**config.mk**
```make
export PLATFORM = sky130hd
export DESIGN_NAME = parallel_port_control_config
export DESIGN_NICKNAME = d
export VERILOG_FILES = /design/src/hw/ppc_pkg.sv /design/src/hw/parallel_port_control_config.sv
export SDC_FILE = /design/constraint.sdc
export NUM_CORES = 1
export LEC_CHECK = 0
export BUFFER_PORTS_ARGS = -buffer_cell sky130_fd_sc_hd__buf_2
export CORE_ASPECT_RATIO = 0.8
export CORE_MARGIN = 1
export CORE_UTILIZATION = 35
export CTS_BUF_LIST = sky130_fd_sc_hd__clkbuf_2
export DETAILED_ROUTE_END_ITERATION = 16
export GPL_TIMING_DRIVEN = 0
export PLACE_DENSITY = 0.66
export SYNTH_ARGS = -nofsm -noshare
export SYNTH_HDL_FRONTEND = slang
export SYNTH_SLANG_ARGS = --single-unit
```
**constraint.sdc**
```tcl
create_clock -name clock -period 2.9 [get_ports clock]
set_input_delay 0.58 -clock clock [delete_from_list [all_inputs] [get_ports clock]]
set_output_delay 0.58 -clock clock [all_outputs]
set_load 0.005 [all_outputs]
```
**src/hw/ppc_pkg.sv**
```systemverilog
// Purpose: constants and types for the parallel port control block
// Assumes: 32-bit register port, one control register
// Notes: field positions follow the control word layout
package ppc_pkg;
	localparam logic [3:0] CONTROL_OFFSET = 4'h0;
	localparam logic [3:0] STATUS_OFFSET = 4'h4;
	localparam int ENABLE_BIT = 15;
	localparam int STOP_IDLE_BIT = 13;
	localparam int MUX_HI_BIT = 12;
	localparam int MUX_LO_BIT = 11;
	localparam int BUFFER_LEVEL_BIT = 10;
	localparam int WRITE_PIN_EN_BIT = 9;
	localparam int READ_PIN_EN_BIT = 8;
	localparam int SELECT_FN_HI_BIT = 7;
	localparam int SELECT_FN_LO_BIT = 6;
	localparam int LATCH_POL_BIT = 5;
	localparam int SELECT_ONE_POL_BIT = 3;
	localparam int WRITE_POL_BIT = 1;
	localparam int READ_POL_BIT = 0;
	localparam logic [15:0] CONTROL_WRITE_MASK = 16'hBFEB;
	localparam logic [15:0] CONTROL_RESET = 16'h0000;

	typedef enum logic [1:0] {
		MUX_NONE = 2'h0,
		MUX_LOW_BYTE = 2'h1,
		MUX_ALL_ON_BYTE = 2'h2,
		MUX_ALL_ON_WORD = 2'h3
	} mux_mode_type;

	typedef enum logic [1:0] {
		SEL_BOTH_ADDRESS = 2'h0,
		SEL_TWO_CHIP = 2'h1,
		SEL_BOTH_CHIP = 2'h2,
		SEL_RESERVED = 2'h3
	} select_fn_type;

	typedef struct packed {
		logic [15:0] address;
		logic [15:0] data;
		logic select_one;
		logic select_two;
		logic write_strobe;
		logic read_strobe;
		logic latch_low;
		logic latch_high;
	} pin_request_type;

	typedef struct packed {
		logic [15:0] data_out;
		logic [15:0] data_oe;
		logic [15:0] address_out;
		logic [15:0] address_oe;
		logic select_one_out;
		logic select_two_out;
		logic write_strobe_out;
		logic write_strobe_oe;
		logic read_strobe_out;
		logic read_strobe_oe;
		logic latch_low_out;
		logic latch_high_out;
	} pin_drive_type;
endpackage : ppc_pkg

```
**src/hw/parallel_port_control_config.sv**
```systemverilog
// Purpose: control register and pin steering of the parallel master port
// Assumes: one 20 MHz clock; strobe sequencing comes from elsewhere
// Notes: request holds the cycle's address, data and logical strobes
//
// Operation
// - With enable set the port drives pins; cleared, no off-chip access.
// - With stop_in_idle set the port halts while the device is idle.
// - Mux 11 puts 16 address bits on data 15:0; mux 10 on data 7:0.
// - Mux 01 puts address 7:0 on data 7:0 and 15:8 on address pins.
// - Mux 00 keeps address and data on separate pins.
// - The write strobe pin enable lets the port drive that pin.
// - The read strobe pin enable lets the port drive that pin.
// - Select function 10 makes both select pins chip selects; 11 reserved.
// - Select function 01: select two is chip select, select one is A14.
// - Select function 00: select two carries A15, select one A14.
// - Latch polarity set makes both latch strobes high-active, else low.
// - Select function and polarity do nothing on pins used as address.
// - Unimplemented control bits, including bits 31:16, read as zero.
`timescale 1ns/1ps
module parallel_port_control_config (
	input wire logic clock,
	input wire logic arst_n,
	input wire logic [3:0] address,
	input wire logic [31:0] write_data,
	input wire logic write_strobe,
	input wire logic read_strobe,
	output logic [31:0] read_data,
	input wire logic device_idle,
	input wire ppc_pkg::pin_request_type request,
	output ppc_pkg::pin_drive_type pins,
	output logic port_active,
	output logic input_buffer_level_select
);
	import ppc_pkg::*;

	// ------------------------------------------------------------
	// Reset release
	// ------------------------------------------------------------
	logic reset_sync1_reg;
	logic reset_sync2_reg;
	logic rst_n;

	always_ff @(posedge clock or negedge arst_n) begin
		if (!arst_n) begin
			reset_sync1_reg <= 1'b0;
			reset_sync2_reg <= 1'b0;
		end else begin
			reset_sync1_reg <= 1'b1;
			reset_sync2_reg <= reset_sync1_reg;
		end
	end
	assign rst_n = reset_sync2_reg;

	// ------------------------------------------------------------
	// Idle input synchroniser
	// ------------------------------------------------------------
	// Idle comes from the power manager, treated as foreign
	logic idle_sync1_reg;
	logic idle_sync2_reg;

	always_ff @(posedge clock or negedge rst_n) begin
		if (!rst_n) begin
			idle_sync1_reg <= 1'b0;
			idle_sync2_reg <= 1'b0;
		end else begin
			idle_sync1_reg <= device_idle;
			idle_sync2_reg <= idle_sync1_reg;
		end
	end

	// ------------------------------------------------------------
	// Register port
	// ------------------------------------------------------------
	logic [15:0] control_reg;
	logic [15:0] control_next;
	logic [31:0] read_data_reg;
	logic [31:0] read_data_next;

	function automatic logic [31:0] read_mux(
		input logic [3:0] addr,
		input logic [15:0] ctrl,
		input logic act
	);
		logic [31:0] value;
		value = 32'h0000_0000;
		case (addr)
			CONTROL_OFFSET: value = {16'h0000, ctrl};
			STATUS_OFFSET: value = {31'h0000_0000, act};
			default: value = 32'h0000_0000;
		endcase
		return value;
	endfunction : read_mux

	always_comb begin
		control_next = control_reg;
		if (write_strobe && address == CONTROL_OFFSET) begin
			// Unimplemented bits never store, so they read zero
			control_next = write_data[15:0] & CONTROL_WRITE_MASK;
		end
		read_data_next = 32'h0000_0000;
		if (read_strobe) begin
			read_data_next = read_mux(address, control_reg, port_active);
		end
	end

	always_ff @(posedge clock or negedge rst_n) begin
		if (!rst_n) begin
			control_reg <= CONTROL_RESET;
			read_data_reg <= 32'h0000_0000;
		end else begin
			control_reg <= control_next;
			read_data_reg <= read_data_next;
		end
	end
	assign read_data = read_data_reg;

	// ------------------------------------------------------------
	// Field decode
	// ------------------------------------------------------------
	mux_mode_type mux_mode;
	select_fn_type select_fn;
	logic latch_active_high;
	logic select_one_active_high;
	logic write_active_high;
	logic read_active_high;
	logic write_pin_enable;
	logic read_pin_enable;

	assign mux_mode = mux_mode_type'(control_reg[MUX_HI_BIT:MUX_LO_BIT]);
	assign select_fn =
		select_fn_type'(control_reg[SELECT_FN_HI_BIT:SELECT_FN_LO_BIT]);
	assign latch_active_high = control_reg[LATCH_POL_BIT];
	assign select_one_active_high = control_reg[SELECT_ONE_POL_BIT];
	assign write_active_high = control_reg[WRITE_POL_BIT];
	assign read_active_high = control_reg[READ_POL_BIT];
	assign write_pin_enable = control_reg[WRITE_PIN_EN_BIT];
	assign read_pin_enable = control_reg[READ_PIN_EN_BIT];
	assign input_buffer_level_select = control_reg[BUFFER_LEVEL_BIT];
	// Register access after clearing enable is safe here

	always_comb begin
		port_active = control_reg[ENABLE_BIT];
		if (control_reg[STOP_IDLE_BIT] && idle_sync2_reg) begin
			port_active = 1'b0;
		end
	end

	// ------------------------------------------------------------
	// Pin helpers
	// ------------------------------------------------------------
	// Logical assertion to pin level for one polarity bit
	function automatic logic apply_polarity(
		input logic level,
		input logic active_high
	);
		logic pin_level;
		pin_level = active_high ? level : ~level;
		return pin_level;
	endfunction : apply_polarity

	// Address pins only where no data pin carries that part
	function automatic logic [15:0] address_enables(
		input mux_mode_type mode
	);
		logic [15:0] enables;
		enables = 16'h0000;
		case (mode)
			MUX_NONE: enables = 16'hFFFF;
			MUX_LOW_BYTE: enables = 16'hFF00;
			MUX_ALL_ON_BYTE: enables = 16'h0000;
			MUX_ALL_ON_WORD: enables = 16'h0000;
			default: enables = 16'h0000;
		endcase
		return enables;
	endfunction : address_enables

	// ------------------------------------------------------------
	// Data and latch steering
	// ------------------------------------------------------------
	logic [15:0] data_value;
	logic latch_low_level;
	logic latch_high_level;

	always_comb begin
		data_value = request.data;
		latch_low_level = 1'b0;
		latch_high_level = 1'b0;
		case (mux_mode)
			MUX_ALL_ON_WORD: begin
				if (request.latch_low) begin
					data_value = request.address;
				end
				latch_low_level = request.latch_low;
			end
			MUX_ALL_ON_BYTE: begin
				// Byte-wide bus: low then high address half
				if (request.latch_low) begin
					data_value[7:0] = request.address[7:0];
				end else if (request.latch_high) begin
					data_value[7:0] = request.address[15:8];
				end
				latch_low_level = request.latch_low;
				latch_high_level = request.latch_high;
			end
			MUX_LOW_BYTE: begin
				if (request.latch_low) begin
					data_value[7:0] = request.address[7:0];
				end
				latch_low_level = request.latch_low;
			end
			MUX_NONE: begin
				data_value = request.data;
			end
			default: begin
				data_value = request.data;
			end
		endcase
	end

	// ------------------------------------------------------------
	// Select pin steering
	// ------------------------------------------------------------
	logic select_one_value;
	logic select_two_value;

	always_comb begin
		select_one_value = request.address[14];
		select_two_value = request.address[15];
		case (select_fn)
			SEL_BOTH_CHIP: begin
				select_two_value = request.select_two;
				// Polarity only where select one is a chip select
				select_one_value = apply_polarity(request.select_one,
					select_one_active_high);
			end
			SEL_TWO_CHIP: begin
				select_two_value = request.select_two;
				select_one_value = request.address[14];
			end
			SEL_BOTH_ADDRESS: begin
				select_two_value = request.address[15];
				select_one_value = request.address[14];
			end
			default: begin
				// Reserved code: pins carry address, safest choice
				select_two_value = request.address[15];
				select_one_value = request.address[14];
			end
		endcase
	end

	// ------------------------------------------------------------
	// Strobe pin steering
	// ------------------------------------------------------------
	logic write_pin_level;
	logic read_pin_level;

	always_comb begin
		write_pin_level = 1'b0;
		read_pin_level = 1'b0;
		// Disabled strobe pin is released and held low inside
		if (write_pin_enable) begin
			write_pin_level = apply_polarity(request.write_strobe,
				write_active_high);
		end
		if (read_pin_enable) begin
			read_pin_level = apply_polarity(request.read_strobe,
				read_active_high);
		end
	end

	// ------------------------------------------------------------
	// Pin register
	// ------------------------------------------------------------
	pin_drive_type drive_next;
	pin_drive_type drive_reg;

	always_comb begin
		drive_next = '0;
		// Disabled port leaves every pin and enable low except the two latch strobes
		if (port_active) begin
			drive_next.data_out = data_value;
			drive_next.data_oe = 16'hFFFF;
			drive_next.address_out = request.address;
			drive_next.address_oe = address_enables(mux_mode);
			drive_next.select_one_out = select_one_value;
			drive_next.select_two_out = select_two_value;
			drive_next.write_strobe_oe = write_pin_enable;
			drive_next.write_strobe_out = write_pin_level;
			drive_next.read_strobe_oe = read_pin_enable;
			drive_next.read_strobe_out = read_pin_level;
		end
		// Latches show their inactive level while disabled; reset holds them low
		drive_next.latch_low_out = apply_polarity(
			latch_low_level & port_active, latch_active_high);
		drive_next.latch_high_out = apply_polarity(
			latch_high_level & port_active, latch_active_high);
	end

	always_ff @(posedge clock or negedge rst_n) begin
		if (!rst_n) begin
			drive_reg <= '0;
		end else begin
			drive_reg <= drive_next;
		end
	end
	assign pins = drive_reg;
endmodule : parallel_port_control_config

```
==> flow_metrics.py, run 1 <==
metrics = {
    "run_status": {
        "outcome": "completed",
    },
    "setup_path": {
        "crit_start": "control_reg[13]",
        "worst_path_largest_cell_delay_ns": 0.44,
        "cp.buffers_inverters": 3,
        "cell_type_with_the_highest_occurrence_count_on_the_critical_path": "nand2_1",
        "setup.worst_path.class": "reg -> out",
        "worst-path-max-fanout": 11,
        "timing.critical_path.arrival_ns": 1.91,
        "regToRegStartpoint": "control_reg[11]",
        "critical_path.slowest_cell": "dfrtp_1",
        "startpoint_type": "flop",
        "required_ns": 2.32,
        "cp-end-kind": "primary output",
        "cell_family_with_the_largest_share_of_critical_path_delay": "buffers and inverters",
        "reg2reg_depth": 4,
        "regToRegEndpoint": "pins[66]",
        "critical_path.cell_chain": "nand2_1 -> nand2_1 -> inv_1 -> clkbuf_1 -> buf_2",
        "worst-r2r-setup-slack_ns": 1.40,
    },
    "grt": {
        "wire_length_of_the_first_global_routing_pass_um": 11500,
        "pin_count_of_the_biggest_net_entering_global_routing": 72,
        "globalRouteTotalUtil": 0.163,
        "global_route.overflow_total": 0,
        "vias_in_the_first_global_route": 2265,
        "antenna_found_initial": 1,
    },
    "final_layout": {
        "fill_cells": 851,
        "final_layout_size_suffix_gt1_frac": 0.498,
        "final_design_area_no_fill_sq_um": 4310,
        "num-nets-final": 525,
        "largest_register_ff_count": 43,
        "area_growth_pct": 31.9,
    },
    "placement": {
        "numPortBuffers": 144,
        "placedInstanceArea_sq_um": 4200,
        "gp_routability_congestion": 0.791,
        "detailed_place_hpwl_um": 5820,
    },
    "clocking": {
        "cts-root-buf": "clkbuf_2",
        "postCtsSetupRepairBufs": 0,
        "max-clock-path-buffers": 2,
        "insertion_delay_ns": 0.51,
        "cts_tree": "yes",
        "clock_transition_at_the_registers_of_the_reported_paths_ns": 0.21,
        "clock_tree.htree_level_count": 3,
        "tritoncts_num_sinks": 73,
        "cts_made_buffers": 9,
    },
    "timing": {
        "fin_setup_tns_ns": 0,
        "final_period_minus_worst_setup_slack_ns": 2.49,
        "final_max_slew_viol_count": 0,
        "finalCritPeriodShare": 0.859,
        "worstMarginPinSlew_ns": 0.913,
        "hold-worst-slack_ns": 0.180,
        "hold_viol_final": 0,
        "max_slew_margin": 0.391,
        "finalSetupViolCount": 0,
        "finClkSkew_ns": 0.0213,
        "grt_setup_unrepaired": "no",
        "fmax_mhz": 402,
    },
    "die": {
        "die_height_um": 88.4,
        "floorplan.die.width_um": 110,
        "boundaryPins": 185,
        "placement_rows": 31,
        "fp.dieArea_sq_um": 9720,
        "starting_density_of_the_core": 0.361,
        "core_region_area_sq_um": 9040,
    },
    "routing": {
        "number_of_drc_violations_after_detailed_routing": 0,
        "via_per_inst": 4.31,
        "avgRoutedWirePerCell_um": 13.8,
        "initial_drc_count": 86,
        "routed_wl_um": 7820,
        "route.antenna.remaining_nets": 0,
        "vias_after_detailed_routing": 2440,
        "first_pass_detailed_route_iteration_total": 4,
    },
    "synthesis": {
        "yosys_warnings": 0,
        "post_synth_instance_area_sq_um": 3260,
        "synth_cell_type_count": 27,
        "synth_largest_area_cell": "dfrtp_1",
        "postSynthRegisterBits": 73,
        "post_synth.cell_area_avg_sq_um": 12.0,
        "postSynthCellCount": 271,
        "synth.yosys.seq_area_share": 0.560,
        "synth.area.top_cells": "dfrtp_1 (56%), buf_4 (11%), mux2i_1 (5.8%)",
        "synth_top_area_share": 0.560,
    },
    "worst_hold_path": {
        "timing.hold.worst_path_depth": 1,
        "worst_hold_class": "in -> reg",
        "timing.hold.worst_endpoint": "idle_sync1_reg",
        "timing.hold.worst.start": "device_idle",
    },
    "pwr": {
        "cellPowerDensity_nw_per_um2": 586,
        "p_leak_nw": 2.50,
        "worst_voltage_drop_across_the_vdd_grid_uv": 251,
    },
    "run": {
        "drv.max_cap_violation_count": 0,
    },
}
## kinds of logic after synthesis
kind of cell	share of synthesized area
simple gates	0.146
flops	0.560
buf+inv	0.132
mux	0.103
compound gates	0.0399
xor+xnor	0.0134
other cells	0.00230
fa+ha+maj	0.00383
## per-stage QoR
stage               std cells   util  worst slack [ns]  power [W]
floorplan                 289      -             0.717    0.00171
global placement          548  0.464            -0.106    0.00203
detailed placement        548  0.465             0.931    0.00205
CTS                       565  0.476             0.322    0.00256
global route              565  0.476             0.205    0.00272
finish                    566  0.476             0.410    0.00252
## worst reg2reg max path: cells and delay by family (launching register included)
kind	cells	cell delay, ns
flops	1	0.53
simple gates	2	0.35
buf+inv	1	0.26
mux	1	0.25
## cell usage in the layout (no fill, tap or decap), drive strengths merged, types with 2 or more instances in the layout
master / Yosys / final
nor2: 15 / 15
buf: 56 / 200
mux2: 13 / 13
clkbuf: 4 / 14
and3: 2 / 2
clkinv: 0 / 2
mux2i: 19 / 19
conb: 2 / 20
nor3b: 8 / 8
clkinvlp: 0 / 2
a21oi: 8 / 8
nor3: 3 / 3
dfrtp: 73 / 73
xor2: 2 / 2
nand3b: 2 / 2
xnor2: 3 / 3
and2: 29 / 29
nand2: 10 / 10
inv: 2 / 4
nor2b: 8 / 8
a2111o: 8 / 8
## synth_stat cells
| master | number |
|---|---|
| a21oi_1 | 8 |
| inv_1 | 2 |
| nor3b_1 | 8 |
| nor3_1 | 3 |
| nor2_1 | 13 |
| nor2b_1 | 8 |
| ha_1 | 1 |
| nor2_4 | 2 |
| mux2i_1 | 19 |
| mux2_2 | 3 |
| buf_2 | 6 |
| nand2_1 | 10 |
| conb_1 | 2 |
| buf_6 | 1 |
| nand3_2 | 1 |
| nand3b_1 | 2 |
| xnor2_1 | 3 |
| clkbuf_1 | 4 |
| mux2_1 | 10 |
| xor2_1 | 2 |
| and3_1 | 2 |
| buf_4 | 49 |
| and2_1 | 29 |
| a2111o_1 | 8 |
| dfrtp_1 | 73 |
| nand4b_1 | 1 |
| or4b_4 | 1 |
## report_power, final
| part | switching [W] | total [W] | internal [W] |
|---|---|---|---|
| clock network | 0.000384 | 0.000503 | 0.000119 |
| logic | 0.000324 | 0.000748 | 0.000424 |
| registers | 0.000109 | 0.00127 | 0.00116 |
## area by class of cell
cell class / instances / area, sq um / share of cell area
Antenna cell: 1 / 2.50 / 0.000581
Timing Repair Buffer: 145 / 731 / 0.170
Clock buffer: 10 / 50.0 / 0.0116
Inverter: 2 / 7.51 / 0.00174
Multi-Input combinational cell: 154 / 1070 / 0.249
Sequential cell: 73 / 1830 / 0.425
Buffer: 60 / 424 / 0.0985
Tap cell: 115 / 144 / 0.0334
Clock inverter: 6 / 42.5 / 0.00988
## timing repair
item | 4_1_cts | 5_1_grt
setup endpoints to repair | 0 | 0
hold buffers | 1 | 0
gates resized for setup | 0 | 0
hold endpoints to repair | 2 | 0
## how the worst max path moves through the flow
stage | end | slack [ns] | cells after the start
6_report | port_active | 0.41 | 5
5_1_grt | port_active | 0.20 | 5
4_1_cts | port_active | 0.32 | 5
3_5_place_dp | port_active | 0.93 | 5
3_3_place_gp | pins[33] | -0.11 | 0
2_1_floorplan | control_reg[0] | 0.72 | 0
## metal layers
layer / GRT usage / up-vias / routed length (um)
met3: 0.0515 / 14 / 623
met2: 0.272 / 109 / 3710
met4: 0.0679 / 0 / 118
met5: 0 / - / 0
li1: - / 1173 / -
met1: 0.197 / 1144 / 3370
No activity file was read; power rests on OpenSTA's default activity.
==> run 2, diff against run 1 <==
- ABC_AREA: unset -> 1
- PLACE_DENSITY: 0.66 -> unset
==> run 2 against run 1 <==
Cell area grew 6.9%. Die area grew 6.9%. Sequential share of layout area shrank 2.7 points. Utilization shrank 0.14 points. Register-to-register slack gained 0.16 ns. Maximum frequency grew 16%. Flip-flop and latch count is the same. Clock power grew 11%. Clock-buffer cell count is the same. Global-route usage grew 1.9 points. Total power grew 3.0%. Critical path depth shrank 1. Highest routed layer is now met5.
==> flow_metrics.py, run 2 <==
metrics = {
    "synthesis": {
        "ys_async_sr_fraction": 1.00,
        "postSynthRegisterBits": 73,
        "synth_enable_flop_cells": 0,
        "synth_flop_cell": "dfrtp_1",
        "post_synth.cell_area_avg_sq_um": 8.90,
        "synth.area.top_cells": "dfrtp_1 (52%), buf_4 (11%), nand2_1 (6.9%)",
        "post_synth_instance_area_sq_um": 3500,
        "synth_largest_area_cell": "dfrtp_1",
        "synth_cell_type_count": 25,
        "synth_commonest_cells": "dfrtp_1 (73), nand2_1 (64), buf_4 (52), inv_1 (48), nor2_1 (45)",
        "post-synth-top-count-cell": "dfrtp_1",
        "synth_top_area_share": 0.523,
        "synth.yosys.seq_area_share": 0.523,
        "postSynthCellCount": 393,
        "yosys_warnings": 0,
    },
    "routing": {
        "initial_drc_count": 193,
        "first_pass_detailed_route_iteration_total": 5,
        "vias_after_detailed_routing": 3029,
        "route.antenna.remaining_nets": 0,
        "routed_wl_um": 9030,
        "top_signal_layer_used": "met5",
        "met2_length_um": 4000,
        "number_of_drc_violations_after_detailed_routing": 0,
        "avgRoutedWirePerCell_um": 12.7,
        "met3_routed_length_um": 801,
        "routedLengthMet1_um": 4110,
        "via_per_inst": 4.27,
    },
    "setup_path": {
        "reg2reg_depth": 5,
        "cell_type_with_the_highest_occurrence_count_on_the_critical_path": "buf_2",
        "critical_path_depth": 4,
        "cp-end-kind": "primary output",
        "cp.buffers_inverters": 3,
        "worst-path-max-fanout": 11,
        "setup.worst_path.class": "reg -> out",
        "startpoint_type": "flop",
        "critical_path.cell_chain": "inv_1 -> a21oi_2 -> buf_2 -> buf_2",
        "cell_family_with_the_largest_share_of_critical_path_delay": "buffers and inverters",
        "critical_path.slowest_cell": "dfrtp_1",
        "required_ns": 2.32,
        "regToRegEndpoint": "pins[0]",
        "worst-r2r-setup-slack_ns": 1.56,
        "cp-endpoint": "port_active",
        "timing.critical_path.arrival_ns": 1.56,
        "regToRegStartpoint": "control_reg[15]",
        "crit_start": "control_reg[15]",
        "worst_path_largest_cell_delay_ns": 0.37,
    },
    "die": {
        "starting_density_of_the_core": 0.361,
        "fp.dieArea_sq_um": 10400,
        "placement_rows": 32,
        "die_height_um": 91.4,
        "core_region_area_sq_um": 9690,
        "boundaryPins": 185,
        "floorplan.die.width_um": 114,
    },
    "timing": {
        "finalSetupViolCount": 0,
        "finalCritPeriodShare": 0.739,
        "final.setup.worst_slack_ns": 0.756,
        "grt_setup_unrepaired": "no",
        "final_period_minus_worst_setup_slack_ns": 2.14,
        "finClkSkew_ns": 0.0266,
        "final_max_slew_viol_count": 0,
        "fmax_mhz": 466,
        "hold_viol_final": 0,
        "fin_setup_tns_ns": 0,
    },
    "grt": {
        "vias_in_the_first_global_route": 2984,
        "globalRouteTotalUtil": 0.182,
        "wire_length_of_the_first_global_routing_pass_um": 14500,
        "pin_count_of_the_biggest_net_entering_global_routing": 42,
        "global_route.overflow_total": 0,
        "antenna_found_initial": 1,
    },
    "final_layout": {
        "num-nets-final": 649,
        "largest_register_ff_count": 43,
        "layout_commonest_cell": "buf_2",
        "antenna_cells": 0,
        "final_layout_size_suffix_gt1_frac": 0.439,
        "area_growth_pct": 31.6,
        "mostFrequentLayoutCells": "buf_2 (150), dfrtp_1 (72), nand2_1 (64)",
    },
    "clocking": {
        "postCtsSetupRepairBufs": 0,
        "cts-root-buf": "clkbuf_2",
        "cts_repair_resized_insts": 0,
        "tritoncts_num_sinks": 73,
        "holdBufCountCts": 1,
        "clock_tree.htree_level_count": 3,
        "max-clock-path-buffers": 2,
        "cts_made_buffers": 9,
        "clock_transition_at_the_registers_of_the_reported_paths_ns": 0.22,
        "insertion_delay_ns": 0.52,
        "cts_tree": "yes",
    },
    "placement": {
        "detailed_place_hpwl_um": 6730,
        "preCtsSetupSlack_ns": 1.34,
        "gp_routability_congestion": 0.821,
        "numPortBuffers": 145,
    },
    "pwr": {
        "p_total_w": 0.00260,
        "p_leak_nw": 2.80,
        "cellPowerDensity_nw_per_um2": 565,
        "worst_voltage_drop_across_the_vdd_grid_uv": 200,
    },
    "run": {
        "drv.max_cap_violation_count": 0,
    },
    "worst_hold_path": {
        "timing.hold.worst.start": "device_idle",
        "worst_hold_class": "in -> reg",
        "timing.hold.worst_path_depth": 1,
    },
    "run_status": {
        "outcome": "completed",
    },
}
-- run 2: changes by cell type in the layout (fill, tap and decap cells not counted), sizes merged, moves of 8 or more --
cell | previous run | this run
nand2 | 10 | 67
mux2i | 19 | 0
o21ai | 0 | 18
and2 | 29 | 0
a2111o | 8 | 0
a21oi | 8 | 38
nor2 | 15 | 54
inv | 4 | 50
mux2 | 13 | 0
nor3b | 8 | 0
nand3 | 1 | 19
nor2b | 8 | 0
-- run 2: worst reg2reg max path, cell delays in order, from the launching register on --
cell      delay, ns
dfrtp_1        0.37
inv_1          0.08
a21oi_2        0.17
clkbuf_2       0.26
nand4_1        0.16
xor2_1         0.18
-- run 2: cell type report --
cell class                 count  area (sq um)
inverter                      50           188
fill                        1004          5090
buffer                        62           465
sequential                    73          1830
timing repair buffer         147           756
clock buffer                  10          50.0
multi-input combinational    226          1080
clock inverter                 6          58.8
tap                          136           170
-- run 2: layer usage --
layer  global-route usage  vias to the layer above
li1                     -                     1491
met1                0.235                     1386
met2                0.283                      135
met3               0.0668                       15
met4               0.0570                        2
met5                    0                        -
-- run 2: worst min path at each step --
stage                                  to  slack, ns
after global routing       idle_sync1_reg       0.07
after floorplan           reset_sync1_reg       0.28
final                      idle_sync1_reg       0.15
after global placement     idle_sync2_reg       0.34
after detailed placement         pins[54]       0.28
after CTS                  idle_sync1_reg       0.11
-- run 2: kinds of logic after synthesis --
kind of cell               share of synthesized area
DFF                                            0.523
AOI/OAI and AO/OA                             0.0963
and+or+nand+nor                                0.176
buffers and inverters                          0.187
adders and majority gates                    0.00358
xor gates and xnor gates                      0.0125
other                                        0.00215
-- run 2: metrics by stage --
step	util	hold slack [ns]	cells	area, sq um
after floorplan	-	0.284	411	3560
after global placement	0.460	0.336	692	4460
after detailed placement	0.463	0.281	693	4480
after CTS	0.475	0.106	710	4600
after global routing	0.475	0.0714	710	4600
final	0.475	0.146	710	4600
-- run 2: where the power goes --
group	total, W	leakage, nW	switching (W)	internal [W]
clock	0.000558	0.0654	0.000362	0.000196
combinational	0.000799	1.81	0.000412	0.000387
sequential	0.00124	0.920	0.0000760	0.00117
total	0.00260	2.80	0.000850	0.00175
==> run 3, diff against run 2 <==
- ABC_AREA: 1 -> 0
- PLACE_DENSITY: unset -> 0.68
- clock period: 2.9 -> 1.9 ns (I/O delays scaled with it)
==> run 3 against run 2 <==
Sequential share of layout area increased by 2.2 points. First-iteration DRC count decreased by 52%. Global-route usage decreased by 1.8 points. Via count decreased by 19%. Routed wire length decreased by 14%. Clock-buffer cell count unchanged. Combinational power increased by 46%. Non-clock buffer count increased by 1. Clock skew decreased by 0.010 ns. Cell count decreased by 20%. Clock power increased by 34%. Largest cell class unchanged. Highest routed layer is now met4.
==> flow_metrics.py, run 3 (synthesis results as in run 1) <==
metrics = {
    "routing": {
        "routed_wl_um": 7800,
        "avgRoutedWirePerCell_um": 13.7,
        "route.antenna.remaining_nets": 0,
        "initial_drc_count": 92,
        "number_of_drc_violations_after_detailed_routing": 0,
        "via_per_inst": 4.30,
        "vias_after_detailed_routing": 2452,
        "first_pass_detailed_route_iteration_total": 4,
    },
    "setup_path": {
        "worst-path-max-fanout": 3,
        "startpoint_type": "flop",
        "timing.critical_path.arrival_ns": 1.35,
        "regToRegStartpoint": "control_reg[13]",
        "crit_start": "control_reg[13]",
        "setup.worst_path.class": "reg -> out",
        "required_ns": 1.52,
        "cp-end-kind": "primary output",
    },
    "placement": {
        "placedInstanceArea_sq_um": 4200,
        "gp_routability_congestion": 0.790,
        "detailed_place_hpwl_um": 5780,
        "numPortBuffers": 144,
    },
    "final_layout": {
        "final_design_area_no_fill_sq_um": 4360,
        "final_core_util": 0.483,
        "largest_register_ff_count": 43,
        "mostFrequentLayoutCells": "buf_2 (150), dfrtp_1 (71), buf_4 (51)",
        "layout_commonest_cell": "buf_2",
        "antenna_cells": 0,
        "final_layout_size_suffix_gt1_frac": 0.503,
        "area_growth_pct": 33.6,
        "num-nets-final": 530,
    },
    "die": {
        "floorplan.die.width_um": 110,
        "starting_density_of_the_core": 0.361,
        "fp.dieArea_sq_um": 9720,
        "boundaryPins": 185,
        "placement_rows": 31,
        "core_region_area_sq_um": 9040,
        "die_height_um": 88.4,
    },
    "clocking": {
        "cts_tree": "yes",
        "max-clock-path-buffers": 2,
        "clock_transition_at_the_registers_of_the_reported_paths_ns": 0.21,
        "tritoncts_num_sinks": 73,
        "cts_made_buffers": 9,
        "insertion_delay_ns": 0.49,
        "cts-root-buf": "clkbuf_2",
        "clock_tree.htree_level_count": 3,
    },
    "pwr": {
        "p_leak_nw": 2.51,
        "cellPowerDensity_nw_per_um2": 883,
        "worst_voltage_drop_across_the_vdd_grid_uv": 404,
        "p_total_w": 0.00385,
    },
    "timing": {
        "fin_setup_tns_ns": 0,
        "final_period_minus_worst_setup_slack_ns": 1.73,
        "finalSetupViolCount": 0,
        "hold-worst-slack_ns": 0.0752,
        "finClkSkew_ns": 0.0162,
        "grt_setup_unrepaired": "no",
        "worstMarginPinSlew_ns": 0.901,
        "fmax_mhz": 580,
        "final_max_slew_viol_count": 0,
        "max_slew_margin": 0.399,
        "finalCritPeriodShare": 0.908,
        "hold_viol_final": 0,
    },
    "run": {
        "drv.max_cap_violation_count": 0,
    },
    "worst_hold_path": {
        "timing.hold.worst.start": "write_data[6]",
        "worst_hold_class": "in -> reg",
    },
    "run_status": {
        "outcome": "completed",
    },
    "grt": {
        "global_route.overflow_total": 0,
        "globalRouteTotalUtil": 0.164,
        "pin_count_of_the_biggest_net_entering_global_routing": 72,
        "wire_length_of_the_first_global_routing_pass_um": 11700,
        "antenna_found_initial": 0,
        "vias_in_the_first_global_route": 2204,
    },
}
-- run 3: cell count changes in the layout (fill, tap and decap cells not counted), moves of 10 or more --
cell and delta:
nor2_1 -32, o21ai_0 -18, inv_1 -47, mux2i_1 +19
nand2_1 -55, nand3_1 -18, a21oi_2 -13, mux2_1 +10
a21oi_1 -17, and2_1 +29
-- run 3: worst max-delay path, stage by stage, from the launching register on --
cell and delay, ns:
dfrtp_1 0.41, nand2_1 0.07, nand2_2 0.11, clkinvlp_4 0.13
buf_2 0.15
-- run 3: cell type report --
class                           instances  area, sq um
Inverter                                2         11.3
Clock buffer                           10         50.0
Multi-Input combinational cell        154         1080
Sequential cell                        73         1830
Fill cell                             833         4680
Tap cell                              115          144
Buffer                                 59          420
Timing Repair Buffer                  151          786
Clock inverter                          6         42.5
-- run 3: worst paths after layout --
| path | endpoint | slack, ns | depth (start not counted) |
|---|---|---|---|
| setup / recovery | port_active | 0.17 | 4 |
| hold / removal | control_reg[6] | 0.08 | 2 |
| setup reg to reg | read_data[0] | 0.27 | 8 |
| hold reg to reg | idle_sync2_reg | 0.38 | 0 |
| max in group asynchronous | pins[54] | 0.81 | 0 |
| min in group asynchronous | reset_sync2_reg | 0.16 | 2 |
-- run 3: metrics by stage --
| stage | setup slack [ns] | cells |
|---|---|---|
| after global routing | 0.0145 | 570 |
| after floorplan | 0.561 | 289 |
| after CTS | 0.0183 | 566 |
| final | 0.174 | 570 |
| after global placement | 0.223 | 548 |
| after detailed placement | 0.224 | 548 |
-- run 3: metal layers --
layer,vias up,global-route usage,share of wire
met3,6,0.0582,0.083
met4,0,0.0364,0.0082
met1,1149,0.217,0.45
met2,108,0.260,0.46
li1,1189,-,-
met5,-,0,0
-- run 3: what timing repair did --
item	4_1_cts	5_1_grt
resized for setup	1	2
gates cloned	0	0
setup buffers	1	1
hold endpoints to repair	3	3
hold buffers	2	3
setup endpoints to repair	1	16
pin swaps	0	0
-- run 3: power breakdown --
group          total [W]  switching [W]  internal [W]  leakage [nW]
registers        0.00194       0.000163       0.00178         0.954
logic            0.00117       0.000504      0.000663          1.50
clock network   0.000745       0.000564      0.000182        0.0587
